## src/hdl/trig_out_regs.svh

```systemverilog
// register offsets, field positions, reset values and timing counts
// assumes a 20 MHz system clock and a nanosecond system time
`ifndef TRIG_OUT_REGS_SVH
`define TRIG_OUT_REGS_SVH

// ==========================================================
// clock and time units
`define TRIG_CLK_MHZ 20
`define TRIG_CLK_NS (1000 / `TRIG_CLK_MHZ)
`define TRIG_PULSE_UNIT_SHIFT 3
`define TRIG_PATTERN_BITS 16

// ==========================================================
// byte offsets
`define TRIG_OFS_CFG 8'h00
`define TRIG_OFS_TARGET 8'h04
`define TRIG_OFS_CYCW 8'h08
`define TRIG_OFS_PAT 8'h0C
`define TRIG_OFS_PULW 8'h10
`define TRIG_OFS_CTRL 8'h14
`define TRIG_OFS_RUNS 8'h18

// ==========================================================
// field positions
`define TRIG_CFG_CHAIN 31
`define TRIG_CFG_TAIL 30
`define TRIG_CFG_NOW 25
`define TRIG_CFG_WAVE_HI 22
`define TRIG_CFG_WAVE_LO 20
`define TRIG_CFG_PIN 16
`define TRIG_CFG_ITER_HI 15
`define TRIG_CTRL_ARM 0
`define TRIG_CTRL_CLR 1

// ==========================================================
// reset values
`define TRIG_RST_WORD 32'h0000_0000
`define TRIG_RST_HALF 16'h0000

`endif

```

## src/hdl/trig_out_pkg.sv

```systemverilog
// types shared by the timed trigger output unit
// assumes nothing of its surroundings
package trig_out_pkg;
    typedef enum logic [2:0] {
        ST_IDLE = 3'h1,
        ST_RUN = 3'h2,
        ST_DONE = 3'h4
    } unit_state_t;

    typedef enum logic [2:0] {
        WV_FALL = 3'h0,
        WV_RISE = 3'h1,
        WV_NPULSE = 3'h2,
        WV_PPULSE = 3'h3,
        WV_NPER = 3'h4,
        WV_PPER = 3'h5,
        WV_PATTERN = 3'h6,
        WV_RSVD = 3'h7
    } wave_sel_t;
endpackage

```

## src/hdl/timed_trigger_waveform_output.sv

```systemverilog
// one timed trigger output unit with an apb register slave
// assumes systime_i is a nanosecond counter on clk_i and that
// neighbouring units feed their pin levels in on the same clock
//
// Functional notes
// waveform starts only when armed and system time has reached target time.
// code 000 drops the high idle output low once, stays low.
// code 001 raises the output once and it stays high.
// code 010 gives one low pulse from high idle, then high.
// code 011 gives one high pulse from low idle, then low.
// code 100 periodic, low phase from width, cycles counted, zero endless.
// code 101 periodic, high phase from width, cycles counted, zero endless.
// code 110 shifts 16-bit pattern msb first, looped, bit count ends.
// software never programs code 111.
// software keeps output toggling at or below 12.5 MHz.
// bit 16 picks second pin when one, first pin when zero.
// units sharing a pin are ORed onto it.
// chained tail unit repeats the pattern iteration field plus one times.
// chain without a tail repeats the pattern forever.
// pulse width counts in 8 ns steps.
// cycle width and bit width count in 1 ns steps.
// trigger-now fires at once when target already lies in the past.
// software stops an endless chain by the unit soft clear.
// after a finite waveform the output holds its final idle level.
//
// The APB register port and the placing of the registers are this design's own decisions.
`timescale 1ns/1ps
`include "trig_out_regs.svh"

module timed_trigger_waveform_output (
    input wire logic clk_i,
    input wire logic reset_n_i,
    input wire logic psel_i,
    input wire logic penable_i,
    input wire logic pwrite_i,
    input wire logic [7:0] paddr_i,
    input wire logic [31:0] pwdata_i,
    output logic [31:0] prdata_o,
    output logic pready_o,
    output logic pslverr_o,
    input wire logic [31:0] systime_i,
    input wire logic chain_tail_present_i,
    input wire logic other_pin1_i,
    input wire logic other_pin2_i,
    output logic gpio1_o,
    output logic gpio2_o
);

    localparam logic [31:0] CLK_NS = 32'(`TRIG_CLK_NS);

    // ==========================================================
    // registers
    logic chain_enable_r, tail_r, trig_now_r, pin_sel_r, unit_arm_r, pready_r, pslverr_r;
    trig_out_pkg::wave_sel_t wave_sel_r;
    logic [15:0] iter_r, cnt_r, pat_r, pulw_r;
    logic [31:0] target_r, cycw_r, prdata_r;

    trig_out_pkg::unit_state_t st_r, st_nxt;
    logic wave_r, wave_nxt, phase_r, phase_nxt, gpio1_r, gpio2_r;
    logic [3:0] idx_r, idx_nxt;
    logic [31:0] acc_r, acc_nxt, runs_r, runs_nxt, prev_sys_r;

    // ==========================================================
    // apb slave: one wait state, writes land on the completing edge
    logic xfer, wr, known, clr_pulse, cfg_wr, ctrl_wr;
    logic [31:0] rd_word;

    assign xfer = psel_i & penable_i & pready_r;
    assign wr = xfer & pwrite_i;
    assign cfg_wr = wr && paddr_i == `TRIG_OFS_CFG;
    assign ctrl_wr = wr && paddr_i == `TRIG_OFS_CTRL;
    assign clr_pulse = ctrl_wr & pwdata_i[`TRIG_CTRL_CLR];

    always_comb begin
        known = 1'b1;
        case (paddr_i)
            `TRIG_OFS_CFG: rd_word = {chain_enable_r, tail_r, 4'h0, trig_now_r, 2'h0,
                                      wave_sel_r, 3'h0, pin_sel_r, iter_r};
            `TRIG_OFS_TARGET: rd_word = target_r;
            `TRIG_OFS_CYCW: rd_word = cycw_r;
            `TRIG_OFS_PAT: rd_word = {cnt_r, pat_r};
            `TRIG_OFS_PULW: rd_word = {16'h0000, pulw_r};
            `TRIG_OFS_CTRL: rd_word = {20'h00000, wave_r, st_r, 7'h00, unit_arm_r};
            `TRIG_OFS_RUNS: rd_word = runs_r;
            default: begin
                rd_word = `TRIG_RST_WORD;
                known = 1'b0;
            end
        endcase
    end

    always_ff @(posedge clk_i) begin
        if (!reset_n_i) begin
            pready_r <= 1'b0;
            pslverr_r <= 1'b0;
            prdata_r <= `TRIG_RST_WORD;
        end else if (psel_i & penable_i & ~pready_r) begin
            pready_r <= 1'b1;
            pslverr_r <= ~known;
            prdata_r <= pwrite_i ? `TRIG_RST_WORD : rd_word;
        end else begin
            pready_r <= 1'b0;
            pslverr_r <= 1'b0;
        end
    end

    always_ff @(posedge clk_i) begin
        if (!reset_n_i) begin
            chain_enable_r <= 1'b0;
            tail_r <= 1'b0;
            trig_now_r <= 1'b0;
            wave_sel_r <= trig_out_pkg::WV_FALL;
            pin_sel_r <= 1'b0;
            iter_r <= `TRIG_RST_HALF;
        end else if (cfg_wr) begin
            chain_enable_r <= pwdata_i[`TRIG_CFG_CHAIN];
            tail_r <= pwdata_i[`TRIG_CFG_TAIL];
            trig_now_r <= pwdata_i[`TRIG_CFG_NOW];
            wave_sel_r <= trig_out_pkg::wave_sel_t'(pwdata_i[`TRIG_CFG_WAVE_HI:`TRIG_CFG_WAVE_LO]);
            pin_sel_r <= pwdata_i[`TRIG_CFG_PIN];
            iter_r <= pwdata_i[`TRIG_CFG_ITER_HI:0];
        end
    end

    always_ff @(posedge clk_i) begin
        if (!reset_n_i) begin
            target_r <= `TRIG_RST_WORD;
            cycw_r <= `TRIG_RST_WORD;
            cnt_r <= `TRIG_RST_HALF;
            pat_r <= `TRIG_RST_HALF;
            pulw_r <= `TRIG_RST_HALF;
        end else if (wr) begin
            if (paddr_i == `TRIG_OFS_TARGET) target_r <= pwdata_i;
            if (paddr_i == `TRIG_OFS_CYCW) cycw_r <= pwdata_i;
            if (paddr_i == `TRIG_OFS_PAT) begin
                cnt_r <= pwdata_i[31:16];
                pat_r <= pwdata_i[15:0];
            end
            if (paddr_i == `TRIG_OFS_PULW) pulw_r <= pwdata_i[15:0];
        end
    end

    // soft clear drops the arm, which is how an endless chain is stopped
    always_ff @(posedge clk_i) begin
        if (!reset_n_i) begin
            unit_arm_r <= 1'b0;
        end else if (clr_pulse) begin
            unit_arm_r <= 1'b0;
        end else if (ctrl_wr) begin
            unit_arm_r <= pwdata_i[`TRIG_CTRL_ARM];
        end
    end

    // ==========================================================
    // trigger time compare, wrap safe by signed difference
    logic reached, was_reached, fire, idle_lvl;
    logic [31:0] diff_now, diff_prev;

    assign diff_now = systime_i - target_r;
    assign diff_prev = prev_sys_r - target_r;
    assign reached = ~diff_now[31];
    assign was_reached = ~diff_prev[31];
    // without trigger-now a target already in the past never fires
    assign fire = st_r == trig_out_pkg::ST_IDLE && unit_arm_r &&
                  (trig_now_r ? reached : (reached & ~was_reached));
    assign idle_lvl = wave_sel_r == trig_out_pkg::WV_FALL || wave_sel_r == trig_out_pkg::WV_NPULSE ||
                      wave_sel_r == trig_out_pkg::WV_NPER;

    always_ff @(posedge clk_i) begin
        if (!reset_n_i) begin
            prev_sys_r <= `TRIG_RST_WORD;
        end else begin
            prev_sys_r <= systime_i;
        end
    end

    // ==========================================================
    // phase timing: ns accumulate by the clock period, so a phase rounds up to whole clocks, at least one
    logic [31:0] pulse_ns, len, acc_sum, lim;
    logic ph_end, finite, last;

    assign pulse_ns = {13'h0000, pulw_r, 3'h0} ;
    assign acc_sum = acc_r + CLK_NS;
    assign ph_end = acc_sum >= len;
    assign last = finite && (runs_r + 32'h0000_0001) == lim;

    always_comb begin
        len = cycw_r;
        finite = cnt_r != `TRIG_RST_HALF;
        lim = {16'h0000, cnt_r};
        case (wave_sel_r)
            trig_out_pkg::WV_NPULSE, trig_out_pkg::WV_PPULSE: len = pulse_ns;
            trig_out_pkg::WV_NPER, trig_out_pkg::WV_PPER: begin
                if (!phase_r) len = (cycw_r > pulse_ns) ? cycw_r - pulse_ns : `TRIG_RST_WORD;
                else len = pulse_ns;
            end
            trig_out_pkg::WV_PATTERN: begin
                if (chain_enable_r && tail_r) begin
                    finite = 1'b1;
                    lim = {11'h000, 17'(iter_r) + 17'h00001, 4'h0};
                end else if (chain_enable_r && !chain_tail_present_i) begin
                    finite = 1'b0;
                end
            end
            default: len = cycw_r;
        endcase
    end

    // ==========================================================
    // waveform sequencer
    always_comb begin
        st_nxt = st_r;
        wave_nxt = wave_r;
        phase_nxt = phase_r;
        idx_nxt = idx_r;
        acc_nxt = acc_r;
        runs_nxt = runs_r;
        case (st_r)
            trig_out_pkg::ST_IDLE: begin
                wave_nxt = idle_lvl;
                acc_nxt = `TRIG_RST_WORD;
                runs_nxt = `TRIG_RST_WORD;
                idx_nxt = 4'h0;
                phase_nxt = 1'b1;
                if (fire) begin
                    st_nxt = trig_out_pkg::ST_RUN;
                    case (wave_sel_r)
                        trig_out_pkg::WV_FALL: begin
                            wave_nxt = 1'b0;
                            st_nxt = trig_out_pkg::ST_DONE;
                        end
                        trig_out_pkg::WV_RISE: begin
                            wave_nxt = 1'b1;
                            st_nxt = trig_out_pkg::ST_DONE;
                        end
                        trig_out_pkg::WV_PATTERN: wave_nxt = pat_r[`TRIG_PATTERN_BITS - 1];
                        // reserved code has no output: finish at idle
                        trig_out_pkg::WV_RSVD: st_nxt = trig_out_pkg::ST_DONE;
                        default: wave_nxt = ~idle_lvl;
                    endcase
                end
            end
            trig_out_pkg::ST_RUN: begin
                acc_nxt = ph_end ? `TRIG_RST_WORD : acc_sum;
                if (ph_end) begin
                    case (wave_sel_r)
                        trig_out_pkg::WV_NPULSE, trig_out_pkg::WV_PPULSE: begin
                            wave_nxt = idle_lvl;
                            st_nxt = trig_out_pkg::ST_DONE;
                        end
                        trig_out_pkg::WV_NPER, trig_out_pkg::WV_PPER: begin
                            phase_nxt = ~phase_r;
                            wave_nxt = phase_r ? idle_lvl : ~idle_lvl;
                            if (!phase_r) begin
                                runs_nxt = runs_r + 32'h0000_0001;
                                if (last) begin
                                    wave_nxt = idle_lvl;
                                    st_nxt = trig_out_pkg::ST_DONE;
                                end
                            end
                        end
                        trig_out_pkg::WV_PATTERN: begin
                            idx_nxt = idx_r + 4'h1;
                            runs_nxt = runs_r + 32'h0000_0001;
                            wave_nxt = pat_r[4'hF - idx_nxt];
                            if (last) begin
                                wave_nxt = 1'b0;
                                st_nxt = trig_out_pkg::ST_DONE;
                            end
                        end
                        default: st_nxt = trig_out_pkg::ST_DONE;
                    endcase
                end
            end
            trig_out_pkg::ST_DONE: st_nxt = trig_out_pkg::ST_DONE;
            default: st_nxt = trig_out_pkg::ST_IDLE;
        endcase
        // reprogramming, rearming or disarming returns to idle
        if (clr_pulse || cfg_wr || !unit_arm_r ||
            (ctrl_wr && st_r == trig_out_pkg::ST_DONE)) begin
            st_nxt = trig_out_pkg::ST_IDLE;
            if (st_r != trig_out_pkg::ST_IDLE) wave_nxt = idle_lvl;
            // a new code starts at its own idle level, so a stale level never reaches a newly chosen pin
            if (cfg_wr) wave_nxt = ~pwdata_i[`TRIG_CFG_WAVE_LO] &
                                   (~&pwdata_i[`TRIG_CFG_WAVE_HI:`TRIG_CFG_WAVE_HI - 1]);
        end
    end

    always_ff @(posedge clk_i) begin
        if (!reset_n_i) begin
            st_r <= trig_out_pkg::ST_IDLE;
            wave_r <= 1'b1;
            phase_r <= 1'b1;
            idx_r <= 4'h0;
            acc_r <= `TRIG_RST_WORD;
            runs_r <= `TRIG_RST_WORD;
        end else begin
            st_r <= st_nxt;
            wave_r <= wave_nxt;
            phase_r <= phase_nxt;
            idx_r <= idx_nxt;
            acc_r <= acc_nxt;
            runs_r <= runs_nxt;
        end
    end

    // ==========================================================
    // pin routing, ORed with neighbouring units on the same pin
    always_ff @(posedge clk_i) begin
        if (!reset_n_i) begin
            gpio1_r <= 1'b0;
            gpio2_r <= 1'b0;
        end else begin
            gpio1_r <= (~pin_sel_r & wave_r) | other_pin1_i;
            gpio2_r <= (pin_sel_r & wave_r) | other_pin2_i;
        end
    end

    assign gpio1_o = gpio1_r;
    assign gpio2_o = gpio2_r;
    assign prdata_o = prdata_r;
    assign pready_o = pready_r;
    assign pslverr_o = pslverr_r;
endmodule // timed_trigger_waveform_output

```

## config.mk

```make
export PLATFORM = sky130hd
export DESIGN_NAME = timed_trigger_waveform_output
export DESIGN_NICKNAME = d
export VERILOG_FILES = /design/src/hdl/trig_out_pkg.sv /design/src/hdl/timed_trigger_waveform_output.sv
export VERILOG_INCLUDE_DIRS = /design/src /design/src/hdl
export SDC_FILE = /design/constraint.sdc
export NUM_CORES = 1
export LEC_CHECK = 0
export ABC_AREA = 1
export BUFFER_PORTS_ARGS = -buffer_cell sky130_fd_sc_hd__buf_2
export CAP_MARGIN = 25
export CORE_UTILIZATION = 35
export CTS_BUF_LIST = sky130_fd_sc_hd__clkbuf_8
export DETAILED_ROUTE_END_ITERATION = 16
export GPL_TIMING_DRIVEN = 0
export PLACE_DENSITY = 0.5
export SETUP_SLACK_MARGIN = 0.4
export SLEW_MARGIN = 0
export SYNTH_ARGS = -nofsm -noshare
export SYNTH_HDL_FRONTEND = slang
export SYNTH_SLANG_ARGS = --single-unit
```

## constraint.sdc

```tcl
create_clock -name clk_i -period 5 [get_ports clk_i]
set_input_delay 0.75 -clock clk_i [delete_from_list [all_inputs] [get_ports clk_i]]
set_output_delay 0.75 -clock clk_i [all_outputs]
set_load 0.02 [all_outputs]
```

==> reports/metrics.yaml <==
ir_drop_uv: 172
fmax_mhz: 210
antenna_cells: 0
hold_slack_ps: 288
drv_slew: 0
fill_cells: 5075
die_area_um2: 49400
drc: 0
synth_edf_count: 0
grt_util_met3_pct: 5.58
crit_slowest_cell: "ha_2"
worstPathRequired_ps: 5540
clkTransAtPathRegs_ps: 60
r2r_slack_ps: 240
grt-busiest-layer: "met2"
synth_cells: 2508
synth_top_flop_cell: "dfxtp_1"
ant_nets: 0
cts_tree: "yes"
wirelength_mm: 76.8
grt_pass1_wl_mm: 112
total_power_mw: 4.94
hp-class: "input pin to register"
setup_viol: 0
tightestPinTransition_ps: 1040
cts_root_buf: "clkbuf_8"
finalCritPeriodShare_pct: 95.1
grtUsageMet1_pct: 43.5
p_leak_nw: 8.35
slowest_delay_ps: 400
grt_use_met2_pct: 45.2
area_growth_pct: 20.7
avgSynthCellArea_um2: 6.77
vias: 18600
yosysSeqAreaShare_pct: 32.5
gp_congestion: 1.02
h-tree-depth: 2
cp-startpoint: "pulw_r[5]"
crit-reg2reg-launch: "pulw_r[5]"
first_global_vias: 17300
max-slew-margin-rel_pct: 30.0
yosys_warnings: 0
ys_types: 55
min_period_ps: 4760
dr.pass1.iters: 5
crit_arrival_ps: 5300
synth_area_um2: 17000
rsz0062_at_grt: "yes"
fp.dieW_um: 222
hold_viol: 0
synthArstFlopShare_pct: 0
timing.critical_path.mode_cell: "nand2_1"
reg2regPathDepth: 30
ff_latch_area_um2: 5550
clock_latency_ps: 690
nets: 2911
antenna_found_initial: 1
io_pins: 116
place_hpwl_mm: 60.6
maxCapViolCount: 0
initial_core_util_pct: 35.5
endpoint_kind: "register"
endpoint: "runs_r[8]"
r2r_end: "runs_r[8]"
stdcell_area_um2: 20500
cp-start-kind: "register"
grt_use_total_pct: 30.5
status: "completed"
die_h_um: 222
timing_worst_setup_path_type: "register to register"
cp_max_fo: 10
dpl_cell_area_um2: 18300
clk_path_buf_depth: 3
drt-wirelength-per-cell_um: 22.7
cts-buffers-inserted: 55
p_per_area_nw_per_um2: 241
grt_overflow: 0
coreArea_um2: 47800
ys_seq_elements: 276
portBuffers: 115
viasPerCell: 5.51
rows: 80
drive_above_1_share_pct: 14.4
cts_sinks: 276
final.setup_skew_ps: 34.4
multi_input_area_um2: 10400
syn_nets: 2700
grt_start_max_net_pins: 15
drt_iter0_drc: 1831
stage by stage:
| stage | utilization (%) | cells | setup TNS, ps | setup slack, ps |
|---|---|---|---|---|
| global route | 42.9 | 3375 | 0 | 30.7 |
| finish | 42.9 | 3375 | 0 | 245 |
| global placement | 38.3 | 3238 | -54720 | -949 |
| CTS | 41.8 | 3364 | 0 | 204 |
| floorplan | - | 2508 | 0 | 594 |
| detailed placement | 38.3 | 3238 | -53370 | -921 |
critical path, delay by kind of cell (launching register included):
family	cells	cell delay, ps
compound gates	5	880
fa+ha+maj	2	730
flops	1	320
buf+inv	6	940
simple gates	17	1770
layout by cell type, fill, tap and decap left out, types with 9 or more instances in the layout:
cell type	n
a211oi_1	13
a21oi_1	252
a221oi_1	13
a22oi_1	19
buf_2	117
buf_4	32
clkbuf_1	87
clkbuf_8	76
dfxtp_1	268
ha_1	101
inv_1	299
nand2_1	518
nand2_2	15
nand2_4	19
nand3_1	79
nand3b_1	9
nand4_1	30
nor2_1	263
nor2_2	24
nor2_4	9
nor3_1	25
o2111ai_1	11
o21ai_0	181
o21ai_1	13
o21ai_2	23
o221ai_1	17
o22ai_1	42
xnor2_1	17
xor2_1	59
registers in the layout, indices dropped and copies added (netlist names), 3 cells and up:
name,cells
pat_r,16
iter_r,16
wave_sel_r,3
st_r,3
cnt_r,16
idx_r,4
pulw_r,16
cycw_r,32
prdata_o,32
prev_sys_r,32
acc_r,31
target_r,32
runs_r,32
cell type report:
type	count	area share (%)
multi-input cells	1834	50.9
well taps	615	3.75
clock inverters	22	0.488
inverters	295	5.41
clock buffers	76	5.10
flip-flops and latches	276	27.1
plain buffers	104	2.43
repair buffers	153	4.83
power by group:
part | leakage [nW] | total, mW | internal [mW] | switching (mW)
clock | 0.654 | 2.46 | 1.34 | 1.12
sequential | 2.24 | 2.22 | 2.21 | 0.00470
combinational | 5.46 | 0.261 | 0.0750 | 0.186
cell usage after synthesis, types with 3 or more instances:
| master | n | area share, % |
|---|---|---|
| clkbuf_1 | 89 | 2.0 |
| a31oi_1 | 6 | 0.22 |
| a22oi_1 | 19 | 0.84 |
| xnor2_1 | 17 | 0.88 |
| nor2_2 | 20 | 0.74 |
| o211ai_1 | 8 | 0.35 |
| o21ai_1 | 22 | 0.65 |
| nor2_4 | 3 | 0.20 |
| and2_1 | 4 | 0.15 |
| a211oi_1 | 16 | 0.71 |
| nand3b_1 | 9 | 0.40 |
| o2111ai_1 | 11 | 0.57 |
| buf_6 | 7 | 0.46 |
| nand4_1 | 30 | 1.1 |
| nand2_2 | 4 | 0.15 |
| nor2_1 | 273 | 6.0 |
| nand3_1 | 83 | 2.4 |
| o31ai_1 | 4 | 0.18 |
| nor3_1 | 25 | 0.74 |
| ha_1 | 111 | 8.2 |
| o22ai_1 | 42 | 1.5 |
| inv_2 | 4 | 0.088 |
| buf_4 | 4 | 0.18 |
| dfxtp_1 | 276 | 33 |
| o221ai_1 | 18 | 0.93 |
| a21boi_0 | 3 | 0.13 |
| a221oi_1 | 13 | 0.67 |
| inv_1 | 289 | 6.4 |
| a21oi_1 | 255 | 7.5 |
| o21ai_0 | 187 | 5.5 |
| nand3_2 | 4 | 0.24 |
| o21ai_2 | 10 | 0.52 |
| xor2_1 | 60 | 3.1 |
| nor4_1 | 8 | 0.29 |
| nand2_1 | 548 | 12 |
worst min-delay path by stage:
stage          slack [ps]          start  cells past startpoint             end
2_1_floorplan         440      pat_r[14]                      2       pat_r[14]
6_report              290  systime_i[19]                      3  prev_sys_r[19]
3_3_place_gp          450   prdata_o[10]                      2    prdata_o[10]
4_1_cts               240  systime_i[19]                      3  prev_sys_r[19]
5_1_grt               280  systime_i[23]                      3  prev_sys_r[23]
3_5_place_dp          450    prdata_o[9]                      2     prdata_o[9]
routing by layer:
metal	up-vias	routed length, µm
li1	8800	-
met1	8766	34900
met2	887	32100
met3	143	7030
met4	0	2720
met5	-	0
timing repair:
| item | 4_1_cts | 5_1_grt |
|---|---|---|
| buffers inserted | 24 | 9 |
| hold buffers | 0 | 0 |
| endpoints found under the setup margin | 71 | 71 |
| gates resized for setup | 72 | 90 |
| cloned | 4 | 2 |
| pin swaps | 19 | 28 |
logic make-up (layout without fill, tap and decap cells):
kind of cell               count (synthesis)  after routing  synth area share (%)
and+or+nand+nor                         1017           1018                  25.0
xor gates and xnor gates                  77             77                  3.97
adders and majority gates                112            112                  8.29
DFF                                      276            276                  32.5
AOI/OAI and AO/OA                        627            627                  21.0
buffers and inverters                    399            650                  9.23
Note: power is estimated with default switching activity, not from simulation.
